`config.mk`:
```
export PLATFORM = sky130hd
export DESIGN_NAME = smsd_detector
export DESIGN_NICKNAME = d
export VERILOG_FILES = /design/src/include/smsd_pkg.sv /design/src/verilog/smsd_detector.sv
export SDC_FILE = /design/constraint.sdc
export NUM_CORES = 1
export LEC_CHECK = 0
export ABC_AREA = 1
export BUFFER_PORTS_ARGS = -buffer_cell sky130_fd_sc_hd__buf_4
export CORE_UTILIZATION = 55
export DETAILED_ROUTE_END_ITERATION = 7
export PLACE_DENSITY_LB_ADDON = 0.3
export SKIP_LAST_GASP = 1
export SLEW_MARGIN = 25
export SYNTH_ARGS = -nofsm -noshare
export SYNTH_HDL_FRONTEND = slang
export SYNTH_SLANG_ARGS = --single-unit
```
`constraint.sdc`:
```
create_clock -name i_clk -period 2.3 [get_ports i_clk]
set_input_delay 0.115 -clock i_clk [delete_from_list [all_inputs] [get_ports i_clk]]
set_output_delay 0.115 -clock i_clk [all_outputs]
set_load 0.01 [all_outputs]
```
`src/include/smsd_pkg.sv`:
```
// Shared constants and types of the serial message start detector.
// Assumes one 125 MHz clock and a synchronous active-high reset.
package smsd_pkg;

	// ----------------------------------------------------------------
	// Register byte offsets on the AHB-Lite slave
	// ----------------------------------------------------------------
	localparam logic [7:0] ADDR_CTRL = 8'h00; // Bit 0 requests a reconfigure.
	localparam logic [7:0] ADDR_START_MASK = 8'h04; // Start condition mask.
	localparam logic [7:0] ADDR_IDLE_BITS = 8'h08; // Idle line bit times.
	localparam logic [7:0] ADDR_START_BYTE = 8'h0C; // Start character.
	localparam logic [7:0] ADDR_SEQ_MASKS = 8'h10; // Four 5-bit masks, bytes.
	localparam logic [7:0] ADDR_BAUD_DIV = 8'h14; // Clocks per bit minus one.
	localparam logic [7:0] ADDR_EXEC_STATUS = 8'h18; // Status code, read only.
	localparam logic [7:0] ADDR_STATE = 8'h1C; // Detector state, read only.
	localparam logic [2:0] ADDR_SEQ_PAGE = 3'h1; // 0x20..0x3F sequence chars.
	localparam logic [7:0] ADDR_IRQ_STAT = 8'h40; // Sticky events, read only.
	localparam logic [7:0] ADDR_IRQ_CLR = 8'h44; // Write one to clear.
	localparam logic [7:0] ADDR_IRQ_EN = 8'h48; // Interrupt enables.

	// ----------------------------------------------------------------
	// Condition bits, event bits, codes and counts
	// ----------------------------------------------------------------
	localparam int COND_START_CHAR = 0; // Mask value 01H.
	localparam int COND_ANY_CHAR = 1; // Mask value 02H.
	localparam int COND_BREAK = 2; // Mask value 04H.
	localparam int COND_IDLE = 3; // Mask value 08H.
	localparam int COND_SEQ0 = 4; // Sequences one to four use 10H..80H.
	localparam int IRQ_START = 0;
	localparam int IRQ_DONE = 1;
	localparam int IRQ_ERROR = 2;
	localparam int IRQ_ABORT = 3;
	localparam logic [7:0] LINE_KEEP = 8'h0C; // Line conditions survive errors.
	localparam logic [15:0] STATUS_OK = 16'h0000;
	localparam logic [15:0] STATUS_NO_COND = 16'h80E0; // Empty start mask.
	localparam logic [15:0] FRAME_BITS = 16'h000A; // One full character frame.
	localparam logic [15:0] BAUD_DIV_RST = 16'h0437; // 1080 clocks per bit, near 115200 baud at 125 MHz.
	localparam int SEQ_LEN = 5; // Characters per start sequence.
	localparam logic [2:0] SEQ_LAST = 3'h4; // Position of the fifth char.

	// ----------------------------------------------------------------
	// Types
	// ----------------------------------------------------------------
	typedef logic [15:0] smsd_word_t;

	typedef enum logic [1:0] {
		ST_OFF = 2'b00,
		ST_ARMED = 2'b01,
		ST_MSG = 2'b10
	} smsd_st_t;

	typedef struct packed {
		logic [7:0] start_mask;
		logic [15:0] idle_bits;
		logic [7:0] start_byte;
		logic [3:0][4:0] seq_mask;
		logic [3:0][4:0][7:0] seq_chars;
	} smsd_cfg_t;

	localparam smsd_cfg_t CFG_DEFAULT = '{
		start_mask: 8'h01,
		idle_bits: 16'h0028,
		start_byte: 8'h02,
		seq_mask: '0,
		seq_chars: '0
	};

endpackage : smsd_pkg

```
`src/verilog/smsd_detector.sv`:
```
// Receive-side message start detector with an AHB-Lite register slave.
// Assumes a character receiver in front of it that delivers checked bytes
// and the raw line level, all synchronous to i_clk.
//
// How it works
// - apply config only on request rising edge
// - reconfigure flushes every queued received message
// - success pulses done for one cycle
// - failure pulses error, status shows cause
// - 16-bit status code, zero when nothing reported
// - leaving run reloads static default configuration
// - message starts only when all selected hold
// - start mask bits 01H..80H, reset 1
// - idle line after programmed bit times
// - start byte compare, default 02H
// - five-bit compare mask per sequence
// - cleared mask bit matches any character
// - four sequences, five chars, reset zero
// - sequence masks reset to zero
// - receive error abandons start matching
// - end evaluation only after start detected
//
// Register access over AHB-Lite and the register addresses were left to the implementer.
`timescale 1ns/1ps

module smsd_detector (
	input wire logic i_clk,
	input wire logic i_reset,
	input wire logic i_run,
	input wire logic i_rx_valid,
	input wire logic [7:0] i_rx_data,
	input wire logic i_rx_err,
	input wire logic i_rx_line,
	input wire logic i_msg_end,
	input wire logic i_hsel,
	input wire logic [31:0] i_haddr,
	input wire logic [1:0] i_htrans,
	input wire logic i_hwrite,
	input wire logic [2:0] i_hsize,
	input wire logic [31:0] i_hwdata,
	input wire logic i_hready,
	output logic [31:0] o_hrdata,
	output logic o_hreadyout,
	output logic o_hresp,
	output logic o_cfg_done,
	output logic o_cfg_error,
	output smsd_pkg::smsd_word_t o_status,
	output logic o_queue_flush,
	output logic o_start_detected,
	output logic o_end_eval_en,
	output logic o_irq
);
	import smsd_pkg::*;

	// ----------------------------------------------------------------
	// State record
	// ----------------------------------------------------------------
	typedef struct packed {
		smsd_cfg_t pend; // Settings written by software, not yet live.
		smsd_cfg_t act; // Settings the detector is using.
		logic req; // Reconfigure request level.
		logic req_prev; // Request level one cycle ago.
		logic run_prev; // Run level one cycle ago.
		logic done; // One-cycle success pulse.
		logic err; // One-cycle failure pulse.
		logic flush; // One-cycle queue discard pulse.
		logic start; // One-cycle start detected pulse.
		logic [15:0] status; // Last execution code.
		smsd_st_t state; // Detector phase.
		logic [7:0] met; // Conditions met while armed.
		logic [3:0][2:0] seq_pos; // Next position per sequence.
		logic [15:0] div_cnt; // Bit time divider.
		logic [15:0] baud_div; // Divider reload.
		logic [15:0] idle_cnt; // Bit times of mark level.
		logic [15:0] brk_cnt; // Bit times of space level.
		logic [3:0] istat; // Sticky interrupt status.
		logic [3:0] ien; // Interrupt enables.
		logic wr; // Write data phase pending.
		logic [7:0] addr; // Address of the data phase.
		logic [31:0] rdata; // Read data for the data phase.
	} smsd_state_t;

	smsd_state_t q; // Registered state.
	smsd_state_t d; // Next state.
	logic [3:0] seq_hit; // Sequence completes on this character.
	logic [3:0][2:0] seq_npos; // Sequence position after this character.
	logic good_char; // Error-free character, not gated by state.

	assign good_char = i_rx_valid && !i_rx_err;

	// ----------------------------------------------------------------
	// Sequence matchers
	// ----------------------------------------------------------------
	// A mismatch restarts the sequence, re-trying the character at the
	// first position so that an opening starting on that character is not missed.
	// A sequence is complete once every later position is a wildcard, so
	// trailing don't-care characters need not arrive before the start.
	generate
		for (genvar s = 0; s < 4; s++) begin : g_seq
			logic m_pos; // Character fits the current position.
			logic m_first; // Character fits the first position.
			logic m_tail; // No compared position follows this one.
			assign m_pos = !q.act.seq_mask[s][q.seq_pos[s]] ||
				(q.act.seq_chars[s][q.seq_pos[s]] == i_rx_data);
			assign m_first = !q.act.seq_mask[s][0] ||
				(q.act.seq_chars[s][0] == i_rx_data);
			assign m_tail = (q.seq_pos[s] == SEQ_LAST) ||
				((q.act.seq_mask[s] >> q.seq_pos[s]) <= 5'h01);
			assign seq_hit[s] = m_pos && m_tail;
			assign seq_npos[s] = seq_hit[s] ? 3'h0 :
				m_pos ? q.seq_pos[s] + 3'h1 :
				m_first ? 3'h1 : 3'h0;
		end
	endgenerate

	// ----------------------------------------------------------------
	// Next-state logic
	// ----------------------------------------------------------------
	always_comb begin
		logic [31:0] rd;
		logic [7:0] now;
		logic [3:0] clr;
		logic [3:0] ev;
		logic tick;
		rd = 32'h0000_0000;
		now = 8'h00;
		clr = 4'h0;
		ev = 4'h0;
		tick = 1'b0;
		d = q;
		d.done = 1'b0;
		d.err = 1'b0;
		d.flush = 1'b0;
		d.start = 1'b0;

		// Write data phase; unmapped offsets are ignored.
		if (q.wr) begin
			if (q.addr == ADDR_CTRL) begin
				d.req = i_hwdata[0];
			end else if (q.addr == ADDR_START_MASK) begin
				d.pend.start_mask = i_hwdata[7:0];
			end else if (q.addr == ADDR_IDLE_BITS) begin
				d.pend.idle_bits = i_hwdata[15:0];
			end else if (q.addr == ADDR_START_BYTE) begin
				d.pend.start_byte = i_hwdata[7:0];
			end else if (q.addr == ADDR_SEQ_MASKS) begin
				for (int s = 0; s < 4; s++) begin
					d.pend.seq_mask[s] = i_hwdata[8*s +: 5];
				end
			end else if (q.addr == ADDR_BAUD_DIV) begin
				d.baud_div = i_hwdata[15:0];
			end else if (q.addr[7:5] == ADDR_SEQ_PAGE) begin
				// Even word holds chars 1..4, odd word holds char 5.
				if (q.addr[2]) begin
					d.pend.seq_chars[q.addr[4:3]][4] = i_hwdata[7:0];
				end else begin
					for (int c = 0; c < 4; c++) begin
						d.pend.seq_chars[q.addr[4:3]][c] = i_hwdata[8*c +: 8];
					end
				end
			end else if (q.addr == ADDR_IRQ_CLR) begin
				clr = i_hwdata[3:0];
			end else if (q.addr == ADDR_IRQ_EN) begin
				d.ien = i_hwdata[3:0];
			end
		end

		// Read mux, sampled in the address phase.
		if (i_haddr[7:0] == ADDR_CTRL) begin
			rd = {31'h0, q.req};
		end else if (i_haddr[7:0] == ADDR_START_MASK) begin
			rd = {24'h0, q.pend.start_mask};
		end else if (i_haddr[7:0] == ADDR_IDLE_BITS) begin
			rd = {16'h0, q.pend.idle_bits};
		end else if (i_haddr[7:0] == ADDR_START_BYTE) begin
			rd = {24'h0, q.pend.start_byte};
		end else if (i_haddr[7:0] == ADDR_SEQ_MASKS) begin
			for (int s = 0; s < 4; s++) begin
				rd[8*s +: 5] = q.pend.seq_mask[s];
			end
		end else if (i_haddr[7:0] == ADDR_BAUD_DIV) begin
			rd = {16'h0, q.baud_div};
		end else if (i_haddr[7:0] == ADDR_EXEC_STATUS) begin
			rd = {16'h0, q.status};
		end else if (i_haddr[7:0] == ADDR_STATE) begin
			rd = {22'h0, q.state, q.met};
		end else if (i_haddr[7:5] == ADDR_SEQ_PAGE) begin
			if (i_haddr[2]) begin
				rd = {24'h0, q.pend.seq_chars[i_haddr[4:3]][4]};
			end else begin
				for (int c = 0; c < 4; c++) begin
					rd[8*c +: 8] = q.pend.seq_chars[i_haddr[4:3]][c];
				end
			end
		end else if (i_haddr[7:0] == ADDR_IRQ_STAT) begin
			rd = {28'h0, q.istat};
		end else if (i_haddr[7:0] == ADDR_IRQ_EN) begin
			rd = {28'h0, q.ien};
		end

		// Address phase capture; zero wait states, so hready is ours.
		d.wr = 1'b0;
		if (i_hsel && i_htrans[1] && i_hready) begin
			d.wr = i_hwrite;
			d.addr = i_haddr[7:0];
			if (!i_hwrite) begin
				d.rdata = rd;
			end
		end

		// Bit time divider: one enable pulse per bit time.
		tick = (q.div_cnt == 16'h0000);
		d.div_cnt = tick ? q.baud_div : q.div_cnt - 16'h0001;

		// Line level timers, saturating, counted in bit times.
		if (i_rx_line) begin
			d.brk_cnt = 16'h0000;
			if (tick && q.idle_cnt != 16'hFFFF) begin
				d.idle_cnt = q.idle_cnt + 16'h0001;
			end
		end else begin
			d.idle_cnt = 16'h0000;
			if (tick && q.brk_cnt != 16'hFFFF) begin
				d.brk_cnt = q.brk_cnt + 16'h0001;
			end
		end

		// Start detection while armed; line conditions stay met once seen, character ones until a receive error.
		now[COND_BREAK] = q.brk_cnt > FRAME_BITS;
		now[COND_IDLE] = q.idle_cnt >= q.act.idle_bits;
		if (good_char) begin
			now[COND_START_CHAR] = i_rx_data == q.act.start_byte;
			now[COND_ANY_CHAR] = 1'b1;
			now[7:COND_SEQ0] = seq_hit;
		end
		now = now | q.met;
		case (q.state)
			ST_OFF: begin
				if (i_run) begin
					d.state = ST_ARMED;
					d.met = 8'h00;
					d.seq_pos = '0;
				end
			end
			ST_ARMED: begin
				d.met = now;
				if (i_rx_valid && i_rx_err) begin
					// Partial matches are dropped; line timing is kept.
					d.met = q.met & LINE_KEEP;
					d.seq_pos = '0;
					ev[IRQ_ABORT] = 1'b1;
				end else if (i_rx_valid) begin
					d.seq_pos = seq_npos;
				end
				if (!(i_rx_valid && i_rx_err) && q.act.start_mask != 8'h00 &&
					(now & q.act.start_mask) == q.act.start_mask) begin
					d.state = ST_MSG;
					d.start = 1'b1;
					ev[IRQ_START] = 1'b1;
				end
			end
			ST_MSG: begin
				if (i_msg_end) begin
					d.state = ST_ARMED;
					d.met = 8'h00;
					d.seq_pos = '0;
				end
			end
			default: begin
				d.state = ST_OFF;
			end
		endcase

		// Reconfigure on the request's rising edge only.
		d.req_prev = q.req;
		if (q.req && !q.req_prev) begin
			if (q.pend.start_mask == 8'h00) begin
				d.err = 1'b1;
				d.status = STATUS_NO_COND;
				ev[IRQ_ERROR] = 1'b1;
			end else begin
				d.act = q.pend;
				d.done = 1'b1;
				d.flush = 1'b1;
				d.status = STATUS_OK;
				d.met = 8'h00;
				d.seq_pos = '0;
				d.state = i_run ? ST_ARMED : ST_OFF;
				d.start = 1'b0;
				ev[IRQ_DONE] = 1'b1;
				ev[IRQ_START] = 1'b0;
			end
		end

		// Dynamic settings are dropped when the run phase ends.
		d.run_prev = i_run;
		if (!i_run && q.run_prev) begin
			d.act = CFG_DEFAULT;
			d.pend = CFG_DEFAULT;
			d.state = ST_OFF;
			d.start = 1'b0;
			ev[IRQ_START] = 1'b0;
		end

		// A new event wins over a clear in the same cycle.
		d.istat = (q.istat & ~clr) | ev;
	end

	// ----------------------------------------------------------------
	// State register
	// ----------------------------------------------------------------
	always_ff @(posedge i_clk) begin
		if (i_reset) begin
			q <= '0;
			q.pend <= CFG_DEFAULT;
			q.act <= CFG_DEFAULT;
			q.baud_div <= BAUD_DIV_RST;
			q.state <= ST_OFF;
		end else begin
			q <= d;
		end
	end

	// Outputs from the state record; hreadyout and hresp are tied to constants.
	assign o_hrdata = q.rdata;
	assign o_hreadyout = 1'b1;
	assign o_hresp = 1'b0;
	assign o_cfg_done = q.done;
	assign o_cfg_error = q.err;
	assign o_status = q.status;
	assign o_queue_flush = q.flush;
	assign o_start_detected = q.start;
	assign o_end_eval_en = q.state == ST_MSG;
	assign o_irq = |(q.istat & q.ien);
endmodule : smsd_detector

```
---- After elaboration in Yosys (flattened, before gate mapping) ----
Cells that the tools add are included.
cells by class
  add/sub/neg operators ................... 7
  $lt $le $gt $ge ......................... 13
  equal/unequal tests ..................... 36
  shift operators ......................... 4
  multiplexer cells ....................... 98
  bitwise logic cells ..................... 19
  reductions and logical operators ........ 61
operators by type and width
  kind                   number
  $bwmux 160             5
  $demux 40 s2           5
  $mux 32                11
  $mux 160               1
  $bmux 8 s3             4
  $bmux 40 s2            1
  $eq 8x8->1             10
  $mux 40                2
  $mux 22                3
  $pmux 20 s3            1
  $eq 8x5->1 const B     6
  $mux 16                3
  $mux 8                 6
  $mux 4                 11
  $mux 3                 13
  $mux 39                1
  $add 16x1->16 const B  2
  $eq 8x4->1 const B     4
  $eq 8x7->1 const B     4
  $ne 16x16->1 const B   2
  $logic_not 8->1        3
  $mux 12                2
  $mux 24                1
  $le 5x1->1 const B     4
  other kinds (40)       133
word-level totals
  bits in registers ....................... 582
  logic and storage cells ................. 315

---- Longest topological paths before layout ----
  word-level depth ........................ 16
  gate-level depth with buffers ........... 21

---- Least setup slack after synthesis ----
Ideal clock, no wire load.
  kind .................................... register to register
  from .................................... reg q[120] (netlist name)
  to ...................................... reg q[133] (netlist name)
  arrival time ............................ 1.876 ns
  data required time ...................... 2.178 ns
  setup slack ............................. 0.302 ns
  stages on the path, launching flop included .. 20
  path buffers ............................ 2
  clock period less this slack ............ 1.998 ns
  cells stage by stage .................... dfxtp_1 buf_2 inv_2 buf_4 nor2_1 nand2_1 nand3_1 nand3_1 nand2_1 nand2_1 nor2_1 nand2_1 nand2_1 nand3_1 nand3_1 nand3_1 o21bai_1 nand2_1 nand2_1 a21oi_1
between the ends
  longest elaborated chain between the ends .. 14
  elaborated cells between the ends (all ways) .. 21
  those cells by class .................... order compare: 1; eq/ne: 3; shift: 1; mux: 9; bitwise: 2; reduce/logical: 5
ends and longest elaborated chain
  item                                                                RTL line              source
  start, declared                                                     smsd_detector.sv:83   smsd_state_t q;
  parallel branches: the longest is 4 deep, another holds $le 5x1->1  --
  $logic_and 1x1->1 (*)                                               smsd_detector.sv:109  assign seq_hit[s] = m_pos && m_tail;
  $mux 4 (*)                                                          smsd_detector.sv:231  if (good_char) begin
  $or 8x8->8 (*)                                                      smsd_detector.sv:236  now = now | q.met;
  $and 8x8->8 (*)                                                     smsd_detector.sv:256  (now & q.act.start_mask) == q.act.start_mask) begin
  $eq 8x8->1 (*)                                                      smsd_detector.sv:256
  $logic_and 1x1->1 (*)                                               smsd_detector.sv:255  if (!(i_rx_valid && i_rx_err) && q.act.start_mask != 8'h00 &&
  $mux 2 (*)                                                          smsd_detector.sv:255
  $pmux 2 s3 (*)                                                      smsd_detector.sv:237  case (q.state)
  $mux 22                                                             smsd_detector.sv:277  if (q.pend.start_mask == 8'h00) begin
  $mux 39 (*)                                                         smsd_detector.sv:276  if (q.req && !q.req_prev) begin
Every way passes the cells marked *. The select of a mux whose other input is x is not followed.
A chain may end at the register's enable or synchronous reset.

---- Worst setup path after layout ----
  from .................................... reg q[98] (netlist name)
  to ...................................... reg q[78] (netlist name)
between the ends
  longest elaborated chain between the ends .. 2
ends and longest elaborated chain
  item               RTL line              source
  $logic_not 16->1   smsd_detector.sv:212  tick = (q.div_cnt == 16'h0000);
  $logic_and 1x1->1  smsd_detector.sv:218  if (tick && q.idle_cnt != 16'hFFFF) begin
Every way passes these cells.

==> results.cfg <==
[floorplanning]
fp-row-count = 79
dieArea_mm2 = 0.0489
initial_core_util_pct = 56.3
coreArea_mm2 = 0.0470
die_w_um = 221
ioPinCount = 143
die_y_um = 221

[clocking]
clk_pin_slew_ps = 60
cts_sinks = 566
cts-root-buf = clkbuf_16
htreeDepth = 2
numCtsBuffers = 57
clockBufferDepth = 3
cts_tree = done
insertion_delay_ps = 630

[synthesis]
syn-cell-area_mm2 = 0.0264
ys_seq_elements = 566
postSynthAreaPerCell_um2 = 6.96
ys_seq_area_share_pct = 42.9
async_reset_ff_share_pct = 0
yosysUniqueCellTypes = 60
synth_flop_cell = dfxtp_1
ys_warn_count = 0
synth_edf_count = 0
postSynthCellCount = 3796

[routing]
viasPerCell = 6.07
vias = 27600
drcViolationCount = 0
antenna_left = 0
wl_per_cell_um = 21.3
dr.first_iter.drc_count = 4026
totalWireLength_um = 96800
firstDrtPassIters = 8

[finish]
mostFrequentLayoutCell = nand2_1
drive_above_1_share_pct = 11.8
finish.utilization_pct = 65.8
nNetsFinal = 4020
finalNonFillerCells = 4547
final_cell_mix = nand2_1 (584), o21ai_0 (577), dfxtp_1 (556), nor2_1 (515), a21oi_1 (426)
syn_to_final_growth_pct = 17.0

[power]
intPower_mw = 16.1
pwr-share-seq_pct = 46.5
p_switching_mw = 5.88
p_per_area_mw_per_mm2 = 710
p_leak_nw = 12.8
ir_worst_vdd_v = 0.000556
comb_power_share_pct = 12.1
p_clk_share_pct = 41.4
p_sw_share_pct = 26.8

[place]
hpwl_um = 68600
globalplace.congestion = 1.01
post-place-ws_ps = -47.2
placed_cells_incl_taps = 4389
io_buffers = 100

[grt]
grt-ovfl-total = 0
grt_usage_pct = 38.3
grt_pass1_wl_um = 145000
grt_max_degree = 169
antenna_found_initial = 7
grt_pass1_vias = 24400

[setup_path]
cp.arrival_ps = 2840
worstSetupStartpointType = flip-flop
worstSetupPathType = reg2reg
required_ps = 2850
slowest_stage = dfxtp_2
crit_family = simple AND/OR/NAND/NOR gates
worstPathMaxFanout = 4
critPathCaptureType = flip-flop
cp_slowest_stage_delay_ps = 320
r2r_slack_ps = 10
crit_buf_inv = 1
critPathMostFrequentCell = nand2_2
worstPathCellList = inv_2 -> ha_4 -> nand3_4 -> nor4_4 -> nand2_4 -> a21oi_4 -> nand2_2 -> nor3_4 -> nand2_2 -> nor2_4 -> nand4_4 -> o21ai_2 -> nor3b_2

[sta]
min_period_ps = 2290
clock_skew_ps = 15.7
period_share_pct = 99.5
worst_slack_ps = 12.0
setup_viol = 0
finalHoldViolCount = 0
rsz0062_at_grt = yes
worstMarginPinSlew_ps = 850
tns_ps = 0
max-slew-margin-rel_pct = 43.3
max_freq_mhz = 437
drv_slew = 0

[hold_path]
hp-class = in2reg

[job]
maxCapViolCount = 0

[status]
outcome = finished, final reports clean
==> stage by stage <==
stage / area [µm²] / power, mW / hold slack [ps]
4_1_cts: 30500 / 21.7 / 37.7
5_1_grt: 30900 / 22.6 / 60.3
2_1_floorplan: 26500 / 11.9 / 241
6_report: 30900 / 22.0 / 68.6
3_3_place_gp: 28200 / 12.7 / 364
3_5_place_dp: 28200 / 12.7 / 375
==> final cells by class <==
cell class,count,area [µm²]
tap,607,759
sequential,566,11400
clock inverter,7,88.8
timing repair inverter,1,7.51
antenna,2,5.00
timing repair buffer,323,2880
fill,4087,16000
inverter,312,1200
clock buffer,86,1700
multi-input combinational,2643,12900
==> final timing paths <==
kind | start | end | depth (start not counted)
worst max-delay path | q[98] | q[78] | 13
worst min-delay path | i_rx_valid | q[113] | 5
worst max register to register | q[98] | q[78] | 13
worst min register to register | q[264] | q[264] | 2
==> power groups by stage <==
stage | clock network [mW] | registers (mW) | logic [mW]
floorplan | 0 | 10.3 | 1.53
global placement | 0 | 10.4 | 2.28
detailed placement | 0 | 10.4 | 2.31
CTS | 9.12 | 10.2 | 2.40
global route | 9.52 | 10.2 | 2.87
finish | 9.10 | 10.2 | 2.66
==> registers in the layout, indices dropped and copies added (netlist names) <==
register	cells
o_start_detected	1
q	529
o_hrdata	32
o_cfg_error	1
o_cfg_done	1
o_status	1
d	1
==> cell families (layout without fill, tap and decap cells) <==
| family | Yosys count | after routing | synth area share [%] |
|---|---|---|---|
| other cells | 2 | 16 | 0.0284 |
| compound gates | 1185 | 1185 | 23.8 |
| flops | 566 | 566 | 42.9 |
| buf+inv | 599 | 729 | 9.53 |
| simple gates | 1388 | 1388 | 21.5 |
| fa+ha+maj | 29 | 29 | 1.37 |
| xor+xnor | 27 | 27 | 0.895 |
==> worst register-to-register path: stages, from the launching register on <==
cell     delay [ps]
dfxtp_2         320
inv_2            80
ha_4            150
nand3_4          70
nor4_4          280
nand2_4         170
a21oi_4         170
nand2_2          90
nor3_4          200
nand2_2         120
nor2_4          150
nand4_4         120
o21ai_2         140
nor3b_2         150
==> cell usage after synthesis, types with 3 or more instances <==
cell	n	share of area [%]
a221oi_1	6	0.20
inv_1	277	3.9
o31ai_1	5	0.14
buf_1	10	0.14
o2111ai_1	5	0.17
a22oi_1	5	0.14
nand3_1	180	3.4
inv_2	23	0.33
clkbuf_1	188	2.7
xor2_1	14	0.46
a31oi_1	9	0.21
o21ai_1	38	0.72
dfxtp_1	566	43
nor4_1	11	0.26
nor3b_1	3	0.085
a22o_1	3	0.099
o221ai_1	5	0.17
nor2_1	531	7.5
buf_4	58	1.6
a21oi_1	431	8.2
nor3_1	29	0.55
o22ai_1	37	0.88
o21ai_0	578	11
xnor2_1	13	0.43
o41ai_1	4	0.13
nand4_1	24	0.57
nor4_2	3	0.14
o211ai_1	20	0.57
nand2_2	4	0.095
o21bai_1	4	0.11
nand2_1	589	8.4
a211oi_1	16	0.45
o21a_1	5	0.14
ha_1	29	1.4
buf_2	29	0.55
clkinv_1	11	0.16
==> metal layers <==
metal  track usage [%]  up-vias  share of wire, %
met5                 0        -             0.028
met4              16.7        4               4.6
met3              10.7      296                14
met2              54.1     1785                41
met1              54.1    12700                40
li1                  -    12800                 -
==> timing repair <==
item                                    in CTS  in global routing
buffers inserted                             3                  8
endpoints found under the setup margin       4                 40
pin swaps                                    0                 22
gates cloned                                 1                  0
hold endpoints to repair                   187                  0
hold buffers                                51                  0
resized for setup                            4                 91
Power figures use the tool's default switching activity.
